### config.mk
export PLATFORM = sky130hd
export DESIGN_NAME = sdac_host_flat
export DESIGN_NICKNAME = d
export VERILOG_FILES = /design/src/verilog/sdac_pkg.sv /design/src/verilog/sdac_link_if.sv /design/src/verilog/sdac_host.sv /design/src/flat_wrapper.sv
export SDC_FILE = /design/constraint.sdc
export NUM_CORES = 1
export LEC_CHECK = 0
export BUFFER_PORTS_ARGS = -buffer_cell sky130_fd_sc_hd__clkbuf_2
export CAP_MARGIN = 20
export CORE_MARGIN = 3
export CORE_UTILIZATION = 50
export DETAILED_ROUTE_END_ITERATION = 8
export GPL_ROUTABILITY_DRIVEN = 0
export PLACE_DENSITY = 0.73
export SLEW_MARGIN = 20
export SYNTH_ARGS = -nofsm -noshare
export SYNTH_HDL_FRONTEND = slang
export SYNTH_SLANG_ARGS = --single-unit
### constraint.sdc
create_clock -name sys_clk -period 3.4 [get_ports sys_clk]
set_input_delay 0.34 -clock sys_clk [delete_from_list [all_inputs] [get_ports sys_clk]]
set_output_delay 0.34 -clock sys_clk [all_outputs]
set_load 0.005 [all_outputs]
### src/verilog/sdac_pkg.sv
// package of constants for the serial converter input logic
package sdac_pkg;
    localparam int WORD_BITS = 16;
    localparam logic [15:0] CLEAR_CODE = 16'h0000;
    localparam logic [15:0] POS_FULL_CODE = 16'h7fff;
    localparam logic [15:0] NEG_FULL_CODE = 16'h8000;
    localparam logic [15:0] BIPOLAR_ZERO_CODE = 16'h0000;
    // strobe half period in sys_clk cycles (50 ns min at 20 ns)
    localparam int STROBE_HALF_NS = 50;
    localparam int CLK_PERIOD_NS = 20;
    localparam int STROBE_HALF_CYC =
        (STROBE_HALF_NS + CLK_PERIOD_NS - 1) / CLK_PERIOD_NS;
    // clear pulse width
    localparam int CLEAR_NS = 200;
    localparam int CLEAR_CYC = (CLEAR_NS + CLK_PERIOD_NS - 1) / CLK_PERIOD_NS;
    localparam int CNT_BITS = 8;
    localparam int BIT_BITS = 5;
endpackage

### src/verilog/sdac_link_if.sv
// interface joining host controller and converter input logic
`timescale 1ns/10ps
interface sdac_link_if;
    logic strobe_n;
    logic serial_in;
    logic shift_enable_n;
    logic dac_latch_enable_n;
    logic clear_n;
    logic serial_out;
    modport device (
        input strobe_n,
        input serial_in,
        input shift_enable_n,
        input dac_latch_enable_n,
        input clear_n,
        output serial_out
    );
    modport host (
        output strobe_n,
        output serial_in,
        output shift_enable_n,
        output dac_latch_enable_n,
        output clear_n,
        input serial_out
    );
endinterface

### src/verilog/sdac_host.sv
// host controller end: sends a word and strobes the latch
`timescale 1ns/10ps
module sdac_host (
    input wire logic sys_clk,
    input wire logic reset_n,
    sdac_link_if.host link,
    input wire logic send_req,
    input wire logic [15:0] send_word,
    input wire logic [7:0] send_bits,
    input wire logic do_shift,
    input wire logic do_load,
    input wire logic clear_req,
    output logic busy,
    output logic done,
    output logic last_out_bit
);
    typedef enum logic [2:0] {
        SDAC_IDLE = 3'b000,
        SDAC_LOW = 3'b001,
        SDAC_HIGH = 3'b010,
        SDAC_CLEAR = 3'b011,
        SDAC_DONE = 3'b100
    } sdac_state_t;

    // ****************************************
    // sequencer
    // ****************************************
    sdac_state_t state_reg;
    sdac_state_t state_next;
    logic [15:0] word_reg;
    logic [15:0] word_next;
    logic [7:0] bits_reg;
    logic [7:0] bits_next;
    logic [7:0] cnt_reg;
    logic [7:0] cnt_next;
    logic shen_reg;
    logic shen_next;
    logic lden_reg;
    logic lden_next;
    logic sout_reg;
    logic sout_next;
    localparam logic [7:0] HALF = 8'(sdac_pkg::STROBE_HALF_CYC);
    localparam logic [7:0] CLR_LEN = 8'(sdac_pkg::CLEAR_CYC);

    always_comb
    begin
        state_next = state_reg;
        word_next = word_reg;
        bits_next = bits_reg;
        cnt_next = cnt_reg;
        shen_next = shen_reg;
        lden_next = lden_reg;
        sout_next = sout_reg;
        unique case (state_reg)
            SDAC_IDLE:
            begin
                shen_next = 1'b1;
                lden_next = 1'b1;
                if (clear_req)
                begin
                    cnt_next = CLR_LEN;
                    state_next = SDAC_CLEAR;
                end
                else if (send_req && (do_shift || do_load))
                begin
                    word_next = send_word;
                    // send_bits strobes when shifting, a single strobe for a load alone
                    bits_next = do_shift ? send_bits : 8'h01;
                    shen_next = ~do_shift;
                    lden_next = ~do_load;
                    cnt_next = HALF;
                    state_next = SDAC_LOW;
                end
            end
            SDAC_LOW:
            begin
                if (cnt_reg == 8'h01)
                begin
                    cnt_next = HALF;
                    state_next = SDAC_HIGH;
                end
                else
                    cnt_next = cnt_reg - 8'h01;
            end
            SDAC_HIGH:
            begin
                if (cnt_reg == 8'h01)
                begin
                    sout_next = link.serial_out;
                    word_next = {word_reg[14:0], 1'b0};
                    bits_next = bits_reg - 8'h01;
                    cnt_next = HALF;
                    state_next = (bits_reg == 8'h01) ? SDAC_DONE : SDAC_LOW;
                end
                else
                    cnt_next = cnt_reg - 8'h01;
            end
            SDAC_CLEAR:
            begin
                if (cnt_reg == 8'h01)
                    state_next = SDAC_DONE;
                else
                    cnt_next = cnt_reg - 8'h01;
            end
            SDAC_DONE:
            begin
                shen_next = 1'b1;
                lden_next = 1'b1;
                state_next = SDAC_IDLE;
            end
            default:
                state_next = SDAC_IDLE;
        endcase
    end

    always_ff @(posedge sys_clk)
    begin
        if (!reset_n)
        begin
            state_reg <= SDAC_IDLE;
            word_reg <= 16'h0000;
            bits_reg <= 8'h00;
            cnt_reg <= 8'h00;
            shen_reg <= 1'b1;
            lden_reg <= 1'b1;
            sout_reg <= 1'b0;
        end
        else
        begin
            state_reg <= state_next;
            word_reg <= word_next;
            bits_reg <= bits_next;
            cnt_reg <= cnt_next;
            shen_reg <= shen_next;
            lden_reg <= lden_next;
            sout_reg <= sout_next;
        end
    end

    // ****************************************
    // pins
    // ****************************************
    assign link.strobe_n = (state_reg != SDAC_LOW);
    assign link.serial_in = word_reg[15];
    assign link.shift_enable_n = shen_reg;
    assign link.dac_latch_enable_n = lden_reg;
    assign link.clear_n = (state_reg != SDAC_CLEAR);
    assign busy = (state_reg != SDAC_IDLE);
    assign done = (state_reg == SDAC_DONE);
    assign last_out_bit = sout_reg;
endmodule

### src/flat_wrapper.sv
// flat-port wrapper written by rule: the top's interface ports become plain ports
module sdac_host_flat 
  (sys_clk, reset_n, send_req, send_word, send_bits, do_shift, do_load, clear_req, busy, done, last_out_bit, link_strobe_n, link_serial_in, link_shift_enable_n, link_dac_latch_enable_n, link_clear_n, link_serial_out);
  sdac_link_if link_i ();
  input wire logic sys_clk;
  input wire logic reset_n;
  input wire logic send_req;
  input wire logic [15:0] send_word;
  input wire logic [7:0] send_bits;
  input wire logic do_shift;
  input wire logic do_load;
  input wire logic clear_req;
  output logic busy;
  output logic done;
  output logic last_out_bit;
  output wire logic [$bits(link_i.strobe_n)-1:0] link_strobe_n;
  output wire logic [$bits(link_i.serial_in)-1:0] link_serial_in;
  output wire logic [$bits(link_i.shift_enable_n)-1:0] link_shift_enable_n;
  output wire logic [$bits(link_i.dac_latch_enable_n)-1:0] link_dac_latch_enable_n;
  output wire logic [$bits(link_i.clear_n)-1:0] link_clear_n;
  input wire logic [$bits(link_i.serial_out)-1:0] link_serial_out;
  assign link_strobe_n = link_i.strobe_n;
  assign link_serial_in = link_i.serial_in;
  assign link_shift_enable_n = link_i.shift_enable_n;
  assign link_dac_latch_enable_n = link_i.dac_latch_enable_n;
  assign link_clear_n = link_i.clear_n;
  assign link_i.serial_out = link_serial_out;
  sdac_host u_core (.sys_clk(sys_clk), .reset_n(reset_n), .link(link_i), .send_req(send_req), .send_word(send_word), .send_bits(send_bits), .do_shift(do_shift), .do_load(do_load), .clear_req(clear_req), .busy(busy), .done(done), .last_out_bit(last_out_bit));
endmodule
==> impl_metrics.tcl, run 1 <==
set metrics [dict create \
    grt_overflow 0 \
    vias 1892 \
    ys_async_sr_fraction 0 \
    crit_buf_inv 1 \
    drv_cap 0 \
    synth_seq_area_share 0.3786 \
    io-pin-count 39 \
    clkTransAtPathRegs_ps 80 \
    rows 22 \
    ctsHoldBuffers 0 \
    critPathTopFamily "simple AND/OR/NAND/NOR gates" \
    cp-start-kind "flop" \
    yosys.cell_types.count 42 \
    die_y_um 69.40 \
    synth_area_um2 2009 \
    relSlewSlack 0.4476 \
    die_w_um 69.40 \
    rsz0062_at_grt "no" \
    worstMarginPinSlew_ps 827.7 \
    drtAntennaViolNets 0 \
    drcViolationCount 0 \
    syn-num-nets 295 \
    crit_required_ps 3590 \
    die-area_um2 4816 \
    path_cells "nor4_4 > nand3_2 > o22ai_2 > buf_4 > o21ai_0 > a32o_1" \
    hold_class "input port to flop" \
    initial_core_util 0.5328 \
    largest_reg_flops 16 \
    via_per_inst 5.581 \
    cts_setup_buffers 0 \
    post-route-min-period_ps 2102 \
    preCtsSetupSlack_ps 1295 \
    vdd_ir_drop_max_v 0.0003771 \
    end_kind "flop" \
    wl_per_cell_um 13.09 \
    crit_arrival_ps 2290 \
    setup_viol 0 \
    grt_max_degree 43 \
    totalWireLength_mm 4.439 \
    avgSynthCellArea_um2 7.729 \
    fillers 330 \
    drive_gt1_frac 0.1821 \
    synth_edf_count 0 \
    power_density_nw_per_um2 710.8 \
    syn_inst 260 \
    ys.warnings.count 0 \
    slowest_stage "dfxtp_1" \
    finalWorstSetupSlack_ps 1298 \
    cts_inserted_buffers 5 \
    critPathMaxStageDelay_ps 380 \
    io_buffer_count 38 \
    grt_antenna_before_repair 0 \
    p_leak_nw 0.9212 \
    hold_violations 0 \
    synth-main-ff-cell "dfxtp_1" \
    cts_tree "yes" \
    fin_nets 325 \
    cts.sinks 38 \
    drt-pass1-iter-count 4 \
    synth_top_area_share 0.3786 \
    clock_path_buffers 2 \
    critPathMaxFanout 42 \
    max_freq_mhz 475.7 \
    grt_first_pass_wirelength_mm 7.493 \
    grt_pass1_vias 1704 \
    yosysTopAreaCell "dfxtp_1" \
    dpl.hpwl_mm 3.062 \
    fin_crit_sh 0.6183 \
    clock_latency_ps 290 \
    tns_ps 0 \
    post_cts_resized 0 \
    area_growth_pct 14.57 \
    core_um2 3771 \
    drt_iter0_markers 131 \
    root_buffer "clkbuf_8" \
    finalPower_mw 1.636 \
    antenna_cells 0 \
    slew_violations 0 \
    critical_path_class "flop to flop" \
    cts_max_level 2 \
    grt_usage 0.1871 \
    status "completed" \
    ys_ff_latch 38 \
    synth_area_leaders "dfxtp_1 (38%), nand2_1 (8.6%), a311oi_1 (6.5%)" \
    skew_ps 8.321 \
]
==> layout make-up <==
cell class / instances / area, um^2 / share of cell area
clock buffers: 5 / 68.82 / 0.02989
inverters: 8 / 30.03 / 0.01304
flip-flops and latches: 38 / 760.7 / 0.3304
repair buffers: 40 / 205.2 / 0.08913
clock inverters: 3 / 40.04 / 0.01739
well taps: 48 / 60.06 / 0.02609
multi-input cells: 197 / 1137 / 0.4940
==> stage by stage <==
| stage | area (um^2) | cells | hold slack (ps) | util |
|---|---|---|---|---|
| CTS | 2302 | 339 | 265.2 | 0.6105 |
| finish | 2302 | 339 | 268.1 | 0.6105 |
| global placement | 2193 | 331 | 441.8 | 0.5816 |
| global route | 2302 | 339 | 262.6 | 0.6105 |
| detailed placement | 2193 | 331 | 465.6 | 0.5816 |
| floorplan | 2009 | 260 | 432.1 | - |
==> cell usage in the layout, fill, tap and decap left out, types with 5 or more instances in the layout <==
cell      Yosys  routed
nor2_1       35      35
clkbuf_2      0      38
nor4_1        5       5
xor2_1        5       5
dfxtp_1      38      38
nand2_1      46      46
o21ai_1       5       5
nand3_1      11      11
inv_1         8       8
nand4_1       6       6
clkbuf_8      0       5
a21oi_1       8       8
a311oi_1     15      15
o21ai_0      11      11
==> power by group <==
part | switching [mW] | internal (mW)
logic | 0.358 | 0.263
registers | 0.0999 | 0.537
clock network | 0.163 | 0.216
==> final timing paths <==
check	startpoint	to	slack, ps	depth (start not counted)
worst max register to register	u_core.cnt_reg[2]	u_core.bits_reg[3]	1300	6
worst max-delay path	u_core.cnt_reg[2]	u_core.bits_reg[3]	1300	6
worst min-delay path	link_serial_out	u_core.last_out_bit	270	3
worst min register to register	u_core.word_reg[13]	u_core.word_reg[14]	470	2
==> Yosys cell counts (3+ instances only) <==
| master | instances |
|---|---|
| a211oi_1 | 4 |
| a21oi_1 | 8 |
| a311oi_1 | 15 |
| a31oi_1 | 4 |
| and2_1 | 4 |
| buf_2 | 8 |
| clkbuf_1 | 7 |
| dfxtp_1 | 38 |
| ha_1 | 4 |
| inv_1 | 8 |
| nand2_1 | 46 |
| nand2b_1 | 3 |
| nand3_1 | 11 |
| nand4_1 | 6 |
| nor2_1 | 35 |
| nor3_1 | 4 |
| nor4_1 | 5 |
| o21ai_0 | 11 |
| o21ai_1 | 5 |
| xor2_1 | 5 |
==> metal layers <==
| layer | global-route usage | up-vias | share of wire |
|---|---|---|---|
| met5 | 0 | - | 0 |
| met4 | 0.06074 | 0 | 0.0061 |
| met3 | 0.05507 | 2 | 0.041 |
| met2 | 0.3019 | 41 | 0.46 |
| met1 | 0.2388 | 863 | 0.49 |
| li1 | - | 986 | - |
==> worst min-delay path: stages <==
cell,delay (ps)
clkbuf_2,80
nand2_1,40
a21oi_1,50
==> cell families (layout without fill, tap and decap cells) <==
| kind of cell | after synthesis | count (layout) | share of synthesized area |
|---|---|---|---|
| mux | 1 | 1 | 0.005604 |
| xor+xnor | 7 | 7 | 0.03051 |
| fa+ha+maj | 5 | 5 | 0.02989 |
| flops | 38 | 38 | 0.3786 |
| buf+inv | 25 | 56 | 0.05542 |
| simple gates | 126 | 126 | 0.2976 |
| compound gates | 58 | 58 | 0.2024 |
No activity file was read; power rests on OpenSTA's default activity.
==> inputs of run 2 (changes only) <==
CORE_UTILIZATION = 49   (was 50)
PLACE_DENSITY = 0.75   (was 0.73)
clock period = 1.73 ns   (was 3.4 ns; I/O delays follow)
==> impl_metrics.tcl, run 2 (synthesis results as in run 1) <==
set metrics [dict create \
    status "completed" \
    die_y_um 70.04 \
    drv_cap 0 \
    largest_reg_flops 16 \
    vdd_ir_drop_max_v 0.0009518 \
    placed_area_um2 2356 \
    relSlewSlack 0.6375 \
    setup_viol 0 \
    io_buffer_count 38 \
    io-pin-count 39 \
    swShare 0.3836 \
    root_buffer "clkbuf_8" \
    skew_ps 6.939 \
    intPower_mw 2.055 \
    drt_iter0_markers 108 \
    totalWireLength_mm 4.821 \
    end_kind "flop" \
    dpl.hpwl_mm 3.337 \
    drtAntennaViolNets 0 \
    drive_gt1_frac 0.2532 \
    fillers 355 \
    drcViolationCount 0 \
    crit_required_ps 1920 \
    finalWorstSetupSlack_ps 38.14 \
    antenna_cells 0 \
    hold_ws_ps 107.4 \
    pwr-share-comb 0.468 \
    seqPwrFrac 0.359 \
    clock_path_buffers 2 \
    r2r_cells 6 \
    critPathMaxFanout 21 \
    ctsHoldBuffers 0 \
    cp-start-kind "flop" \
    switchingPower_mw 1.279 \
    final_cell_mix "nand2_1 (45), clkbuf_2 (38), dfxtp_1 (37)" \
    final_common_cell "nand2_1" \
    cts_tree "yes" \
    preCtsSetupSlack_ps 43.50 \
    grt_first_pass_wirelength_mm 7.776 \
    critical_path_class "flop to flop" \
    via_per_inst 5.481 \
    cts.sinks 38 \
    max_freq_mhz 591.1 \
    cts_max_level 2 \
    area_growth_pct 24.22 \
    p_leak_nw 1.022 \
    final_cell_area_um2 2496 \
    drt-pass1-iter-count 4 \
    die_w_um 70.04 \
    core_um2 3799 \
    power_density_nw_per_um2 1336 \
    die-area_um2 4906 \
    slew_violations 0 \
    grt_max_degree 43 \
    grt_antenna_before_repair 0 \
    clock_latency_ps 300 \
    grt_usage 0.1957 \
    hold_class "input port to flop" \
    cts_inserted_buffers 5 \
    clkPwrFrac 0.173 \
    clkTransAtPathRegs_ps 70 \
    rows 22 \
    fin_nets 347 \
    post-route-min-period_ps 1692 \
    crit_arrival_ps 1880 \
    fin_crit_sh 0.9780 \
    grt_overflow 0 \
    grt_pass1_vias 1729 \
    initial_core_util 0.5290 \
    worstMarginPinSlew_ps 538.8 \
    rsz0062_at_grt "yes" \
    wl_per_cell_um 13.39 \
    hold_violations 0 \
    hold_depth 3 \
    vias 1973 \
]
-- run 2: cell types whose count changed in the layout (fill, tap and decap cells not counted), moves of 2 or more --
cell,previous run,this run
clkbuf_1,0,2
o21ai_1,5,8
o21ai_0,11,8
clkinv_2,2,0
buf_4,2,22
-- run 2: per-layer routing --
metal / track usage / up-vias / share of wire
li1: - / 1036 / -
met1: 0.2754 / 890 / 0.50
met2: 0.2802 / 43 / 0.44
met3: 0.06475 / 4 / 0.050
met4: 0.06383 / 0 / 0.011
met5: 0 / - / 0
-- run 2: power by group through the flow --
stage	Combinational [mW]	Clock (mW)	Sequential, mW
global placement	1.47	0	1.20
global route	1.74	0.622	1.22
floorplan	1.04	0	1.20
detailed placement	1.48	0	1.20
finish	1.56	0.577	1.20
CTS	1.49	0.581	1.19
-- run 2: cell type report --
cell class                 count  area, um^2  area share
clock buffer                   7       76.32     0.03058
inverter                       8       30.03     0.01203
timing repair buffer          62       400.4      0.1604
multi-input combinational    197        1167      0.4677
tap                           48       60.06     0.02406
sequential                    38       762.0      0.3053
-- run 2: path summary, 6_finish.rpt --
kind,slack [ps],startpoint,end
worst max-delay path,40,u_core.cnt_reg[2],u_core.bits_reg[2]
worst min-delay path,110,link_serial_out,u_core.last_out_bit
worst max register to register,40,u_core.cnt_reg[2],u_core.bits_reg[2]
worst min register to register,470,u_core.word_reg[0],u_core.word_reg[0]
-- run 2: repair_timing --
action,CTS,global route
setup buffers,0,1
resized for setup,0,11
endpoints found under the setup margin,0,31
-- run 2: worst max-delay path: stages, from the launching register on --
cell and delay, ps:
dfxtp_2 330, nor4_4 300, nand3_2 180, o22ai_4 260, buf_12 190, o21ai_0 90
a31o_1 230
-- run 2: through the flow --
stage / setup TNS (ps) / cells / util / power [mW]
after CTS: 0 / 358 / 0.6403 / 3.256
after floorplan: 0 / 260 / - / 2.233
after global routing: -890.0 / 360 / 0.6571 / 3.583
after detailed placement: 0 / 351 / 0.6202 / 2.685
after global placement: 0 / 351 / 0.6202 / 2.671
final: 0 / 360 / 0.6571 / 3.334
